**src/rtl/awk_defines.svh**
```systemverilog
// constants of the stop-mode auto wakeup timer: register offsets,
// field positions, reset values and wakeup periods
// assumes a 32-bit classic wishbone slave, byte addresses, one word each
`ifndef AWK_DEFINES_SVH
`define AWK_DEFINES_SVH

// register byte offsets
`define AWK_OFS_PORT_A      8'h00
`define AWK_OFS_KEYPAD_SC   8'h04
`define AWK_OFS_KEYPAD_IE   8'h08
`define AWK_OFS_OPTION_ONE  8'h0c
`define AWK_OFS_OPTION_TWO  8'h10
// field positions
`define AWK_BIT_WAKE_LATCH  6
`define AWK_BIT_PENDING     3
`define AWK_BIT_ACK         2
`define AWK_BIT_MASK        1
`define AWK_BIT_WAKE_IE     6
`define AWK_BIT_PERIOD_SEL  0
`define AWK_BIT_KEEP_CLK    1
// reset values of the writable bits
`define AWK_RST_MASK        1'b0
`define AWK_RST_WAKE_IE     1'b0
`define AWK_RST_PERIOD_SEL  1'b0
`define AWK_RST_KEEP_CLK    1'b0
// wakeup periods in wakeup clock periods
`define AWK_SHORT_PERIOD    512
`define AWK_LONG_PERIOD     16384
`define AWK_CNT_W           14
`endif

```
**src/rtl/awk_pkg.sv**
```systemverilog
// types of the stop-mode auto wakeup timer
// assumes awk_defines.svh for all numbers
package awk_pkg;
   // generator state: counting in stop without wait, idle otherwise
   typedef enum logic [0:0] {
      ST_IDLE,
      ST_COUNT
   } awk_state_t;

   // software-written control bits travelling together
   typedef struct packed {
      logic mask;         // keypad irq mask
      logic wake_ie;      // wake irq enable
      logic period_sel;   // 1 short, 0 long
      logic keep_clk;     // 1 doubled bus clock, 0 rc oscillator
   } awk_ctrl_t;
endpackage

```
**src/rtl/awk_auto_wake.sv**
```systemverilog
// stop-mode auto wakeup timer with its share of the keypad interrupt
// logic and a classic wishbone register slave
// assumes stop and wait flags come from logic on clk_i, and that both
// wakeup clocks are slow pins sampled here against clk_i
// limitation: each wakeup clock must stay slower than a quarter of clk_i,
// since both are sampled; their edges are ignored outside stop
//
// What this block does
// RQ1 - periodic wakeups leave stop without pin events
// RQ2 - entering stop alone starts request generation
// RQ3 - wake_irq_enable bit gates the wakeup input
// RQ4 - request while enabled sets the wake latch
// RQ5 - latch readable read-only at port a bit 6
// RQ6 - no other port bits at position 6
// RQ7 - keep-clock bit picks doubled bus clock, else rc
// RQ8 - counter overflow latches request for keypad logic
// RQ9 - interrupt only when enabled, keypad vector
// RQ10 - period select one short, zero long
// RQ11 - acknowledge write or reset clears latch
// RQ12 - enable bit does not alter latch readback
// RQ13 - counters idle in run, active in stop
// RQ14 - nothing active and no requests in wait
// RQ15 - enabled module starts itself on stop entry
// RQ16 - software clears mask to allow stop exit
// RQ17 - counters restart from zero each stop entry
// RQ18 - short 512, long 16384 wakeup clock periods
// RQ19 - acknowledge bit write-only, reads zero, resets zero
// RQ20 - pending flag read-only, set while request pending
// RQ21 - mask set blocks interrupts, reset clears mask
// RQ22 - counter wide enough, overflow synchronised to clk_i
`timescale 1ns/100ps
`include "awk_defines.svh"

module awk_auto_wake #(
   parameter int unsigned LONG_PERIOD = `AWK_LONG_PERIOD  // shorten in simulation
) (
   input  wire logic        clk_i,           // 200 mhz system clock
   input  wire logic        rst_i,           // synchronous, active high
   input  wire logic        stop_mode_i,     // cpu is in stop mode
   input  wire logic        wait_mode_i,     // cpu is in wait mode
   input  wire logic        rc_osc_i,        // dedicated rc oscillator pin
   input  wire logic        bus_clk_x2_i,    // doubled bus clock pin
   input  wire logic        wb_cyc_i,        // wishbone cycle
   input  wire logic        wb_stb_i,        // wishbone strobe
   input  wire logic        wb_we_i,         // wishbone write
   input  wire logic [7:0]  wb_adr_i,        // byte address
   input  wire logic [3:0]  wb_sel_i,        // byte lanes
   input  wire logic [31:0] wb_dat_i,        // write data
   output logic      [31:0] wb_dat_o,        // read data, registered
   output logic             wb_ack_o,        // one-cycle acknowledge
   output logic             keypad_irq_o,    // keypad vector request
   output logic             wake_request_o   // stop exit request
);

   // ---------------- wakeup clock synchronisers ----------------
   logic       rc_meta_q;        // first stage, read only by second
   logic       rc_sync_q;        // rc level in clk_i domain
   logic       rc_prev_q;        // for edge detection
   logic       bx_meta_q;        // first stage, read only by second
   logic       bx_sync_q;        // doubled bus clock in clk_i domain
   logic       bx_prev_q;        // for edge detection

   // ---------------- generator ----------------
   awk_pkg::awk_state_t          state_q;     // idle or counting
   awk_pkg::awk_state_t          state_d;
   logic [`AWK_CNT_W-1:0]        cnt_q;       // wakeup clock edge count
   logic [`AWK_CNT_W-1:0]        cnt_d;
   logic                         wake_request_pulse;  // one-cycle overflow

   // ---------------- software state ----------------
   awk_pkg::awk_ctrl_t ctrl_q;                // control bits
   awk_pkg::awk_ctrl_t ctrl_d;
   logic               wake_request_latch_q;  // sticky wakeup request
   logic               wake_request_latch_d;
   logic               ack_q;                 // bus acknowledge
   logic [31:0]        rdat_q;                // read data
   logic               irq_q;                 // interrupt output
   logic               stop_out_q;            // stop exit output

   // ---------------- synchroniser flops ----------------
   // every pin passes two flops; only the second stage is looked at
   always_ff @(posedge clk_i) begin
      if (rst_i) begin
         rc_meta_q <= 1'b0;
         rc_sync_q <= 1'b0;
         rc_prev_q <= 1'b0;
         bx_meta_q <= 1'b0;
         bx_sync_q <= 1'b0;
         bx_prev_q <= 1'b0;
      end else begin
         rc_meta_q <= rc_osc_i;
         rc_sync_q <= rc_meta_q;
         rc_prev_q <= rc_sync_q;
         bx_meta_q <= bus_clk_x2_i;
         bx_sync_q <= bx_meta_q;
         bx_prev_q <= bx_sync_q;
      end
   end

   // rising edges of each source, already in the clk_i domain
   wire rc_rise  = rc_sync_q & ~rc_prev_q;
   wire bx_rise  = bx_sync_q & ~bx_prev_q;
   // source choice; the bus clock is only useful when kept alive in stop
   wire src_rise = ctrl_q.keep_clk ? bx_rise : rc_rise;  // RQ7

   // ---------------- generator decode ----------------
   // wait mode overrides: no counting even if stop is also claimed
   wire active   = stop_mode_i & ~wait_mode_i;  // RQ2 RQ13 RQ14 RQ15
   wire [`AWK_CNT_W-1:0] period_last =
      ctrl_q.period_sel ? `AWK_CNT_W'(`AWK_SHORT_PERIOD - 1)
                        : `AWK_CNT_W'(LONG_PERIOD - 1);  // RQ10 RQ18 RQ22
   wire at_last  = (cnt_q == period_last);
   // overflow is born in clk_i, so it needs no further crossing;
   // gating by active drops a last edge that meets wait or the end of stop
   assign wake_request_pulse = (state_q == awk_pkg::ST_COUNT) & active & src_rise
                               & at_last;  // RQ1 RQ8 RQ14 RQ22

   // next state and count
   always_comb begin
      state_d = state_q;
      cnt_d   = cnt_q;
      case (state_q)
         awk_pkg::ST_IDLE: begin
            cnt_d = '0;  // RQ17
            if (active) begin
               state_d = awk_pkg::ST_COUNT;  // RQ2
            end
         end
         awk_pkg::ST_COUNT: begin
            if (!active) begin
               // leaving stop drops the count so the next entry starts clean
               state_d = awk_pkg::ST_IDLE;  // RQ13
               cnt_d   = '0;  // RQ17
            end else if (src_rise) begin
               // wrap at overflow for a periodic request
               cnt_d = at_last ? '0 : cnt_q + `AWK_CNT_W'(1);  // RQ8
            end
         end
         default: begin
            state_d = awk_pkg::ST_IDLE;
            cnt_d   = '0;
         end
      endcase
   end

   // generator flops
   always_ff @(posedge clk_i) begin
      if (rst_i) begin
         state_q <= awk_pkg::ST_IDLE;
         cnt_q   <= '0;
      end else begin
         state_q <= state_d;
         cnt_q   <= cnt_d;
      end
   end

   // ---------------- wishbone decode ----------------
   wire bus_req   = wb_cyc_i & wb_stb_i;
   // write commits on the edge that shows ack, the edge the master samples
   wire wr_commit = bus_req & wb_we_i & ack_q & wb_sel_i[0];
   wire hit_pa    = (wb_adr_i == `AWK_OFS_PORT_A);
   wire hit_sc    = (wb_adr_i == `AWK_OFS_KEYPAD_SC);
   wire hit_ie    = (wb_adr_i == `AWK_OFS_KEYPAD_IE);
   wire hit_o1    = (wb_adr_i == `AWK_OFS_OPTION_ONE);
   wire hit_o2    = (wb_adr_i == `AWK_OFS_OPTION_TWO);
   // port a bit 6 takes no writes; its latch is cleared only by a write of the acknowledge bit or by reset
   wire ack_write = wr_commit & hit_sc & wb_dat_i[`AWK_BIT_ACK];  // RQ11 RQ19

   // ---------------- control and latch next values ----------------
   always_comb begin
      ctrl_d = ctrl_q;
      if (wr_commit & hit_sc) begin
         ctrl_d.mask = wb_dat_i[`AWK_BIT_MASK];  // RQ21 RQ16
      end
      if (wr_commit & hit_ie) begin
         ctrl_d.wake_ie = wb_dat_i[`AWK_BIT_WAKE_IE];  // RQ3
      end
      if (wr_commit & hit_o1) begin
         ctrl_d.period_sel = wb_dat_i[`AWK_BIT_PERIOD_SEL];  // RQ10
      end
      if (wr_commit & hit_o2) begin
         ctrl_d.keep_clk = wb_dat_i[`AWK_BIT_KEEP_CLK];  // RQ7
      end
   end

   // set beats acknowledge so a request in the clearing cycle survives
   assign wake_request_latch_d =
      (wake_request_pulse & ctrl_q.wake_ie)  // RQ4 RQ9
      | (wake_request_latch_q & ~ack_write);  // RQ11

   // pending flag mirrors the latch; no keypad pins feed this block
   wire pending = wake_request_latch_q;  // RQ20
   wire irq_d   = pending & ~ctrl_q.mask;  // RQ9 RQ21 RQ16

   // read mux; unmapped offsets and unused bits read zero
   wire [31:0] rd_pa = 32'(wake_request_latch_q) << `AWK_BIT_WAKE_LATCH;  // RQ5 RQ6 RQ12
   wire [31:0] rd_sc = (32'(pending) << `AWK_BIT_PENDING)
                     | (32'(ctrl_q.mask) << `AWK_BIT_MASK);  // RQ19 RQ20
   wire [31:0] rd_ie = 32'(ctrl_q.wake_ie) << `AWK_BIT_WAKE_IE;
   wire [31:0] rd_o1 = 32'(ctrl_q.period_sel) << `AWK_BIT_PERIOD_SEL;
   wire [31:0] rd_o2 = 32'(ctrl_q.keep_clk) << `AWK_BIT_KEEP_CLK;
   wire [31:0] rd_mux = hit_pa ? rd_pa :
                        hit_sc ? rd_sc :
                        hit_ie ? rd_ie :
                        hit_o1 ? rd_o1 :
                        hit_o2 ? rd_o2 : 32'h0000_0000;

   // register flops; reset leaves everything cleared, mask included, and idle
   always_ff @(posedge clk_i) begin
      if (rst_i) begin
         ctrl_q.mask          <= `AWK_RST_MASK;  // RQ21
         ctrl_q.wake_ie       <= `AWK_RST_WAKE_IE;
         ctrl_q.period_sel    <= `AWK_RST_PERIOD_SEL;
         ctrl_q.keep_clk      <= `AWK_RST_KEEP_CLK;
         wake_request_latch_q <= 1'b0;  // RQ11
      end else begin
         ctrl_q               <= ctrl_d;
         wake_request_latch_q <= wake_request_latch_d;
      end
   end

   // bus answer: ack one cycle after the request, dropped the next cycle
   always_ff @(posedge clk_i) begin
      if (rst_i) begin
         ack_q  <= 1'b0;
         rdat_q <= 32'h0000_0000;
      end else begin
         ack_q  <= bus_req & ~ack_q;
         rdat_q <= (bus_req & ~ack_q & ~wb_we_i) ? rd_mux : 32'h0000_0000;
      end
   end

   // interrupt outputs, registered
   always_ff @(posedge clk_i) begin
      if (rst_i) begin
         irq_q      <= 1'b0;
         stop_out_q <= 1'b0;
      end else begin
         irq_q      <= irq_d;  // RQ9
         stop_out_q <= irq_d;  // RQ1 RQ16
      end
   end

   assign wb_ack_o       = ack_q;
   assign wb_dat_o       = rdat_q;
   assign keypad_irq_o   = irq_q;
   assign wake_request_o = stop_out_q;
endmodule // awk_auto_wake

```
**config.mk**
```make
export PLATFORM = sky130hd
export DESIGN_NAME = awk_auto_wake
export DESIGN_NICKNAME = d
export VERILOG_FILES = /design/src/rtl/awk_pkg.sv /design/src/rtl/awk_auto_wake.sv
export VERILOG_INCLUDE_DIRS = /design/src /design/src/rtl
export SDC_FILE = /design/constraint.sdc
export NUM_CORES = 1
export LEC_CHECK = 0
export BUFFER_PORTS_ARGS = -buffer_cell sky130_fd_sc_hd__buf_2
export CAP_MARGIN = 20
export CORE_ASPECT_RATIO = 1.1
export CORE_MARGIN = 4
export CORE_UTILIZATION = 40
export CTS_CLUSTER_DIAMETER = 150
export DETAILED_ROUTE_END_ITERATION = 16
export PLACE_DENSITY_LB_ADDON = 0.2
export REMOVE_ABC_BUFFERS = 1
export SYNTH_ARGS = -nofsm -noshare
export SYNTH_HDL_FRONTEND = slang
export SYNTH_SLANG_ARGS = --single-unit
```
**constraint.sdc**
```tcl
create_clock -name clk_i -period 1.8 [get_ports clk_i]
set_input_delay 0.27 -clock clk_i [delete_from_list [all_inputs] [get_ports clk_i]]
set_output_delay 0.27 -clock clk_i [all_outputs]
set_load 0.05 [all_outputs]
```
* After elaboration in Yosys (flattened, before gate mapping)
Index checks and enable logic that the tools add are counted.
** Operators by class
- $add $sub $neg :: 1
- Bitwise logic cells :: 31
- Eq/ne operators :: 6
- Multiplexer cells :: 12
- Reductions and logical operators :: 3
** Operator list (number)
- $mux 14 :: 4
- $pmux 14 s2 :: 1
- $mux 7 :: 3
- $and 1x1->1 :: 20
- $eq 8x4->1 const B :: 2
- $add 14x1->14 const B :: 1
- $eq 14x14->1 :: 1
- $not 1->1 :: 9
- $eq 8x3->1 const B :: 1
- $eq 8x5->1 const B :: 1
- $logic_not 8->1 :: 1
- $mux 2 :: 2
- $or 4x2->4 :: 1
- $ne 3x3->1 const B :: 1
- $reduce_or 3->1 :: 1
- $mux 1 :: 2
- $reduce_or 2->1 :: 1
- $or 1x1->1 :: 1
** Storage, ports and cells
- Output and inout bits :: 35
- Input port bits :: 53
- Register bits after elaboration :: 60
- Word-level logic and storage cells :: 70

* Longest topological paths before layout
- Word-level depth :: 9
- Mapped depth :: 6

* Least setup slack after synthesis
No wires, ideal clock.
- Path kind :: register -> register
- From :: register ack_q, in the netlist wb_ack_o
- To :: register ctrl_q[2] (netlist name)
- Buffers on the path :: 0
- Period minus slack after synthesis :: 1556 ps
- Stages on the path, launching flop included :: 5
- Library setup time :: 132 ps
- Arrival time :: 1423 ps
- Required time :: 1668 ps
- Path slack :: 244 ps
- Cells stage by stage :: dfxtp_1 -> and4_1 -> nand2_1 -> o41ai_1 -> a21oi_1
** Between the ends
- Word-level cells in the longest chain between the ends :: 3
** Ends and longest elaborated chain
- start, declared :: RTL line awk_auto_wake.sv:75 : logic ack_q;
- start signal, assigned :: RTL line awk_auto_wake.sv:228 : ack_q <= bus_req & ~ack_q;
- $and 1x1->1 (2 in a row) :: RTL line awk_auto_wake.sv:160 : wire wr_commit = bus_req & wb_we_i & ack_q & wb_sel_i[0];
- $and 1x1->1 :: RTL line awk_auto_wake.sv:175 : if (wr_commit & hit_ie) begin
- end signal, assigned :: RTL line awk_auto_wake.sv:217 : ctrl_q <= ctrl_d;
- end, declared :: RTL line awk_auto_wake.sv:71 : awk_pkg::awk_ctrl_t ctrl_q;
No other way between the ends.
A chain may end at the register's enable or synchronous reset.

* Worst setup path in the final report
- From :: register cnt_q[5]
- To :: register cnt_q[7]
** Between the ends
- Word-level cells in the longest chain between the ends :: 5
- Elaborated cells between the ends (all ways) :: 6
- Those cells by class :: add/sub: 1; eq/ne: 1; mux: 4
** Ends and longest elaborated chain
- start, declared :: RTL line awk_auto_wake.sv:66 : logic [`AWK_CNT_W-1:0] cnt_q;
- start signal, assigned :: RTL line awk_auto_wake.sv:153 : cnt_q <= cnt_d;
- $add 14x1->14 / $eq 14x14->1 (equally long branches) :: RTL line awk_auto_wake.sv:136, awk_auto_wake.sv:112
- $mux 14 * :: RTL line awk_auto_wake.sv:136 : cnt_d = at_last ? '0 : cnt_q + `AWK_CNT_W'(1);
- $mux 14 * :: RTL line awk_auto_wake.sv:134 : end else if (src_rise) begin
- $mux 14 * :: RTL line awk_auto_wake.sv:130 : if (!active) begin
- $pmux 14 s2 * :: RTL line awk_auto_wake.sv:122 : case (state_q)
Mark *: on every way between the ends. The rest lies on a longest branch, timed or not. The select of a mux whose other input is x is not followed.

==> results.toml <==
[outcome]
status = "finished, final reports clean"

[clock_tree]
cts_root_buffer = "clkbuf_8"
clk_pin_slew_ps = 70
htree_levels = 2
ctsHoldBuffers = 0
cts.path.max_buffers = 2
cts_setup_buffers = 0
cts.repair.resized = 0
cts_sinks = 32
cts_buffers = 5
tritoncts = "done"
insertion_delay_ps = 280

[synth]
ys_ff_latch = 32
synth_top_area_cell = "dfxtp_1"
synth-main-ff-cell = "dfxtp_1"
yosys_warnings = 0
synth_cell_type_count = 47
synth_edf_count = 0
async_flop_share = 0
yosysSeqAreaShare = 0.365
synth.area.top_cells = "dfxtp_1, buf_4, nand2_1"
synth_top_area_share = 0.365
netlist_instances = 205
synth_common_cells = "dfxtp_1, buf_4, nand2_1, nor2_1, nand3_1"
syn_avg_cell_area_um2 = 8.56
synth_area_um2 = 1750
synth.most_common_cell = "dfxtp_1"

[floorplanning]
die_h_um = 77.5
core_um2 = 4250
fp-row-count = 25
io-pin-count = 88
dieArea_um2 = 5510
start_util = 0.412
die_w_um = 71.1

[power]
leakagePower_nw = 0.768
vdd_drop_max_v = 0.000532
total_power_mw = 1.47
power-per-cell-area_nw_per_um2 = 766

[place]
gp_congestion = 0.805
place_hpwl_mm = 2.70
port_buffers = 28
dpl_cell_area_um2 = 1830

[setup_path]
crit_family = "simple AND/OR/NAND/NOR gates"
cp.depth = 4
critPathKind = "reg2reg"
critPathBufInv = 0
required_ps = 1950
cp.arrival_ps = 1730
cp_cell_sequence = "and4_1, nand2_1, o2111ai_1, nand3_1"
crit_path_end_kind = "flop"
start_kind = "flop"
critPathMaxFanout = 10
critPathSlowestCell = "dfxtp_1"
reg2regPathDepth = 4
max_stage_delay_ps = 420

[min_path]
hold_path.class = "in2reg"
hold_depth = 2

[sta]
slew_headroom = 0.670
skew_ps = 5.10
fin_crit_ps = 1580
hold_viol = 0
tns_ps = 0
finalCritPeriodShare = 0.879
setup_viol = 0
whs_ps = 180
fmax_mhz = 632
tightest_slew_ps = 490
rsz0062_at_grt = "no"
drv_slew = 0

[drt]
wire_per_inst_um = 12.6
detailedRoute.firstPassIterationCount = 4
via_count = 1490
drc_errors = 0
routed_wl_mm = 3.62
antenna_left = 0
viasPerCell = 5.17
drt-initial-drc-count = 62

[global_routing]
grt_pass1_vias = 1406
grtUsageMet1 = 0.167
antenna_found_initial = 0
grt_pass1_wl_mm = 6.11
track_usage = 0.136
use_met3 = 0.0466
overflow = 0
met2_usage = 0.222
top_usage_layer = "met2"
grt_max_degree = 14

[cells_and_area]
post-route-util = 0.452
final_area_um2 = 1920
nNetsFinal = 287
area_delta_synth_final_pct = 9.63
antenna_cells = 0
drive_gt1_frac = 0.205

[job]
max_cap_viol_count = 0
state kept, by name, summed over array words and instances (netlist names):
name,flops
pending,1
bx_meta_q,1
cnt_q,14
bx_prev_q,1
wb_ack_o,1
rc_meta_q,1
wake_request_o,1
state_q,1
rc_prev_q,1
bx_sync_q,1
wb_dat_o,4
rc_sync_q,1
ctrl_q,4
worst reg2reg max path, delay by kind of cell (launching register included):
kind	cells	cell delay, ps
AND/OR/NAND/NOR	3	780
flip-flops	1	420
AO/OA/AOI/OAI	1	270
layer usage:
metal,part of all wire,up-vias
met1,0.43,687
met5,0,-
li1,-,738
met3,0.081,4
met4,0.0080,0
met2,0.48,61
area by class of cell:
type	instances	area [um2]
Inverter	2	7.51
Clock inverter	2	10.0
Fill cell	452	2330
Clock buffer	6	82.6
Timing Repair Buffer	34	185
Sequential cell	32	641
Multi-Input combinational cell	158	930
Tap cell	54	67.6
logic make-up (layout without fill, tap and decap cells):
kind of cell / count (synthesis) / after routing / synth area share
other: 1 / 28 / 0.00214
xor gates and xnor gates: 5 / 5 / 0.0250
DFF: 32 / 32 / 0.365
muxes: 1 / 1 / 0.00571
and+or+nand+nor: 87 / 87 / 0.289
AOI/OAI and AO/OA: 36 / 36 / 0.143
buffers and inverters: 42 / 44 / 0.163
adders and majority gates: 1 / 1 / 0.00713
report_power, final:
group / switching (mW) / internal (mW) / total [mW]
logic: 0.168 / 0.0325 / 0.200
registers: 0.00301 / 0.715 / 0.718
clock network: 0.251 / 0.305 / 0.555
total: 0.421 / 1.05 / 1.47
path summary, 6_finish.rpt:
check	start	endpoint	slack, ps
worst max-delay path	cnt_q[5]	cnt_q[7]	220
worst min-delay path	wait_mode_i	state_q	180
worst max register to register	cnt_q[5]	cnt_q[7]	220
worst min register to register	bx_meta_q	bx_sync_q	440
stage by stage:
stage / std cells / setup WS, ps
floorplan: 192 / 250
global placement: 280 / 166
detailed placement: 280 / 181
CTS: 288 / 236
global route: 288 / 90.2
finish: 288 / 217
cells in the final DEF, fill, tap and decap left out, types with 4 or more instances in the layout:
cell,instances
clkbuf_8,6
o211ai_1,8
xor2_1,5
buf_4,6
nor2_1,12
buf_2,28
o2111ai_1,5
conb_1,28
dfxtp_1,32
a21oi_1,6
o21ai_0,5
a31oi_1,4
nor2b_1,7
nand4_1,5
nor3_1,4
nand2_1,16
and4_1,4
and3_1,6
nand3_1,9
or3_1,6
Power figures use the tool's default switching activity.
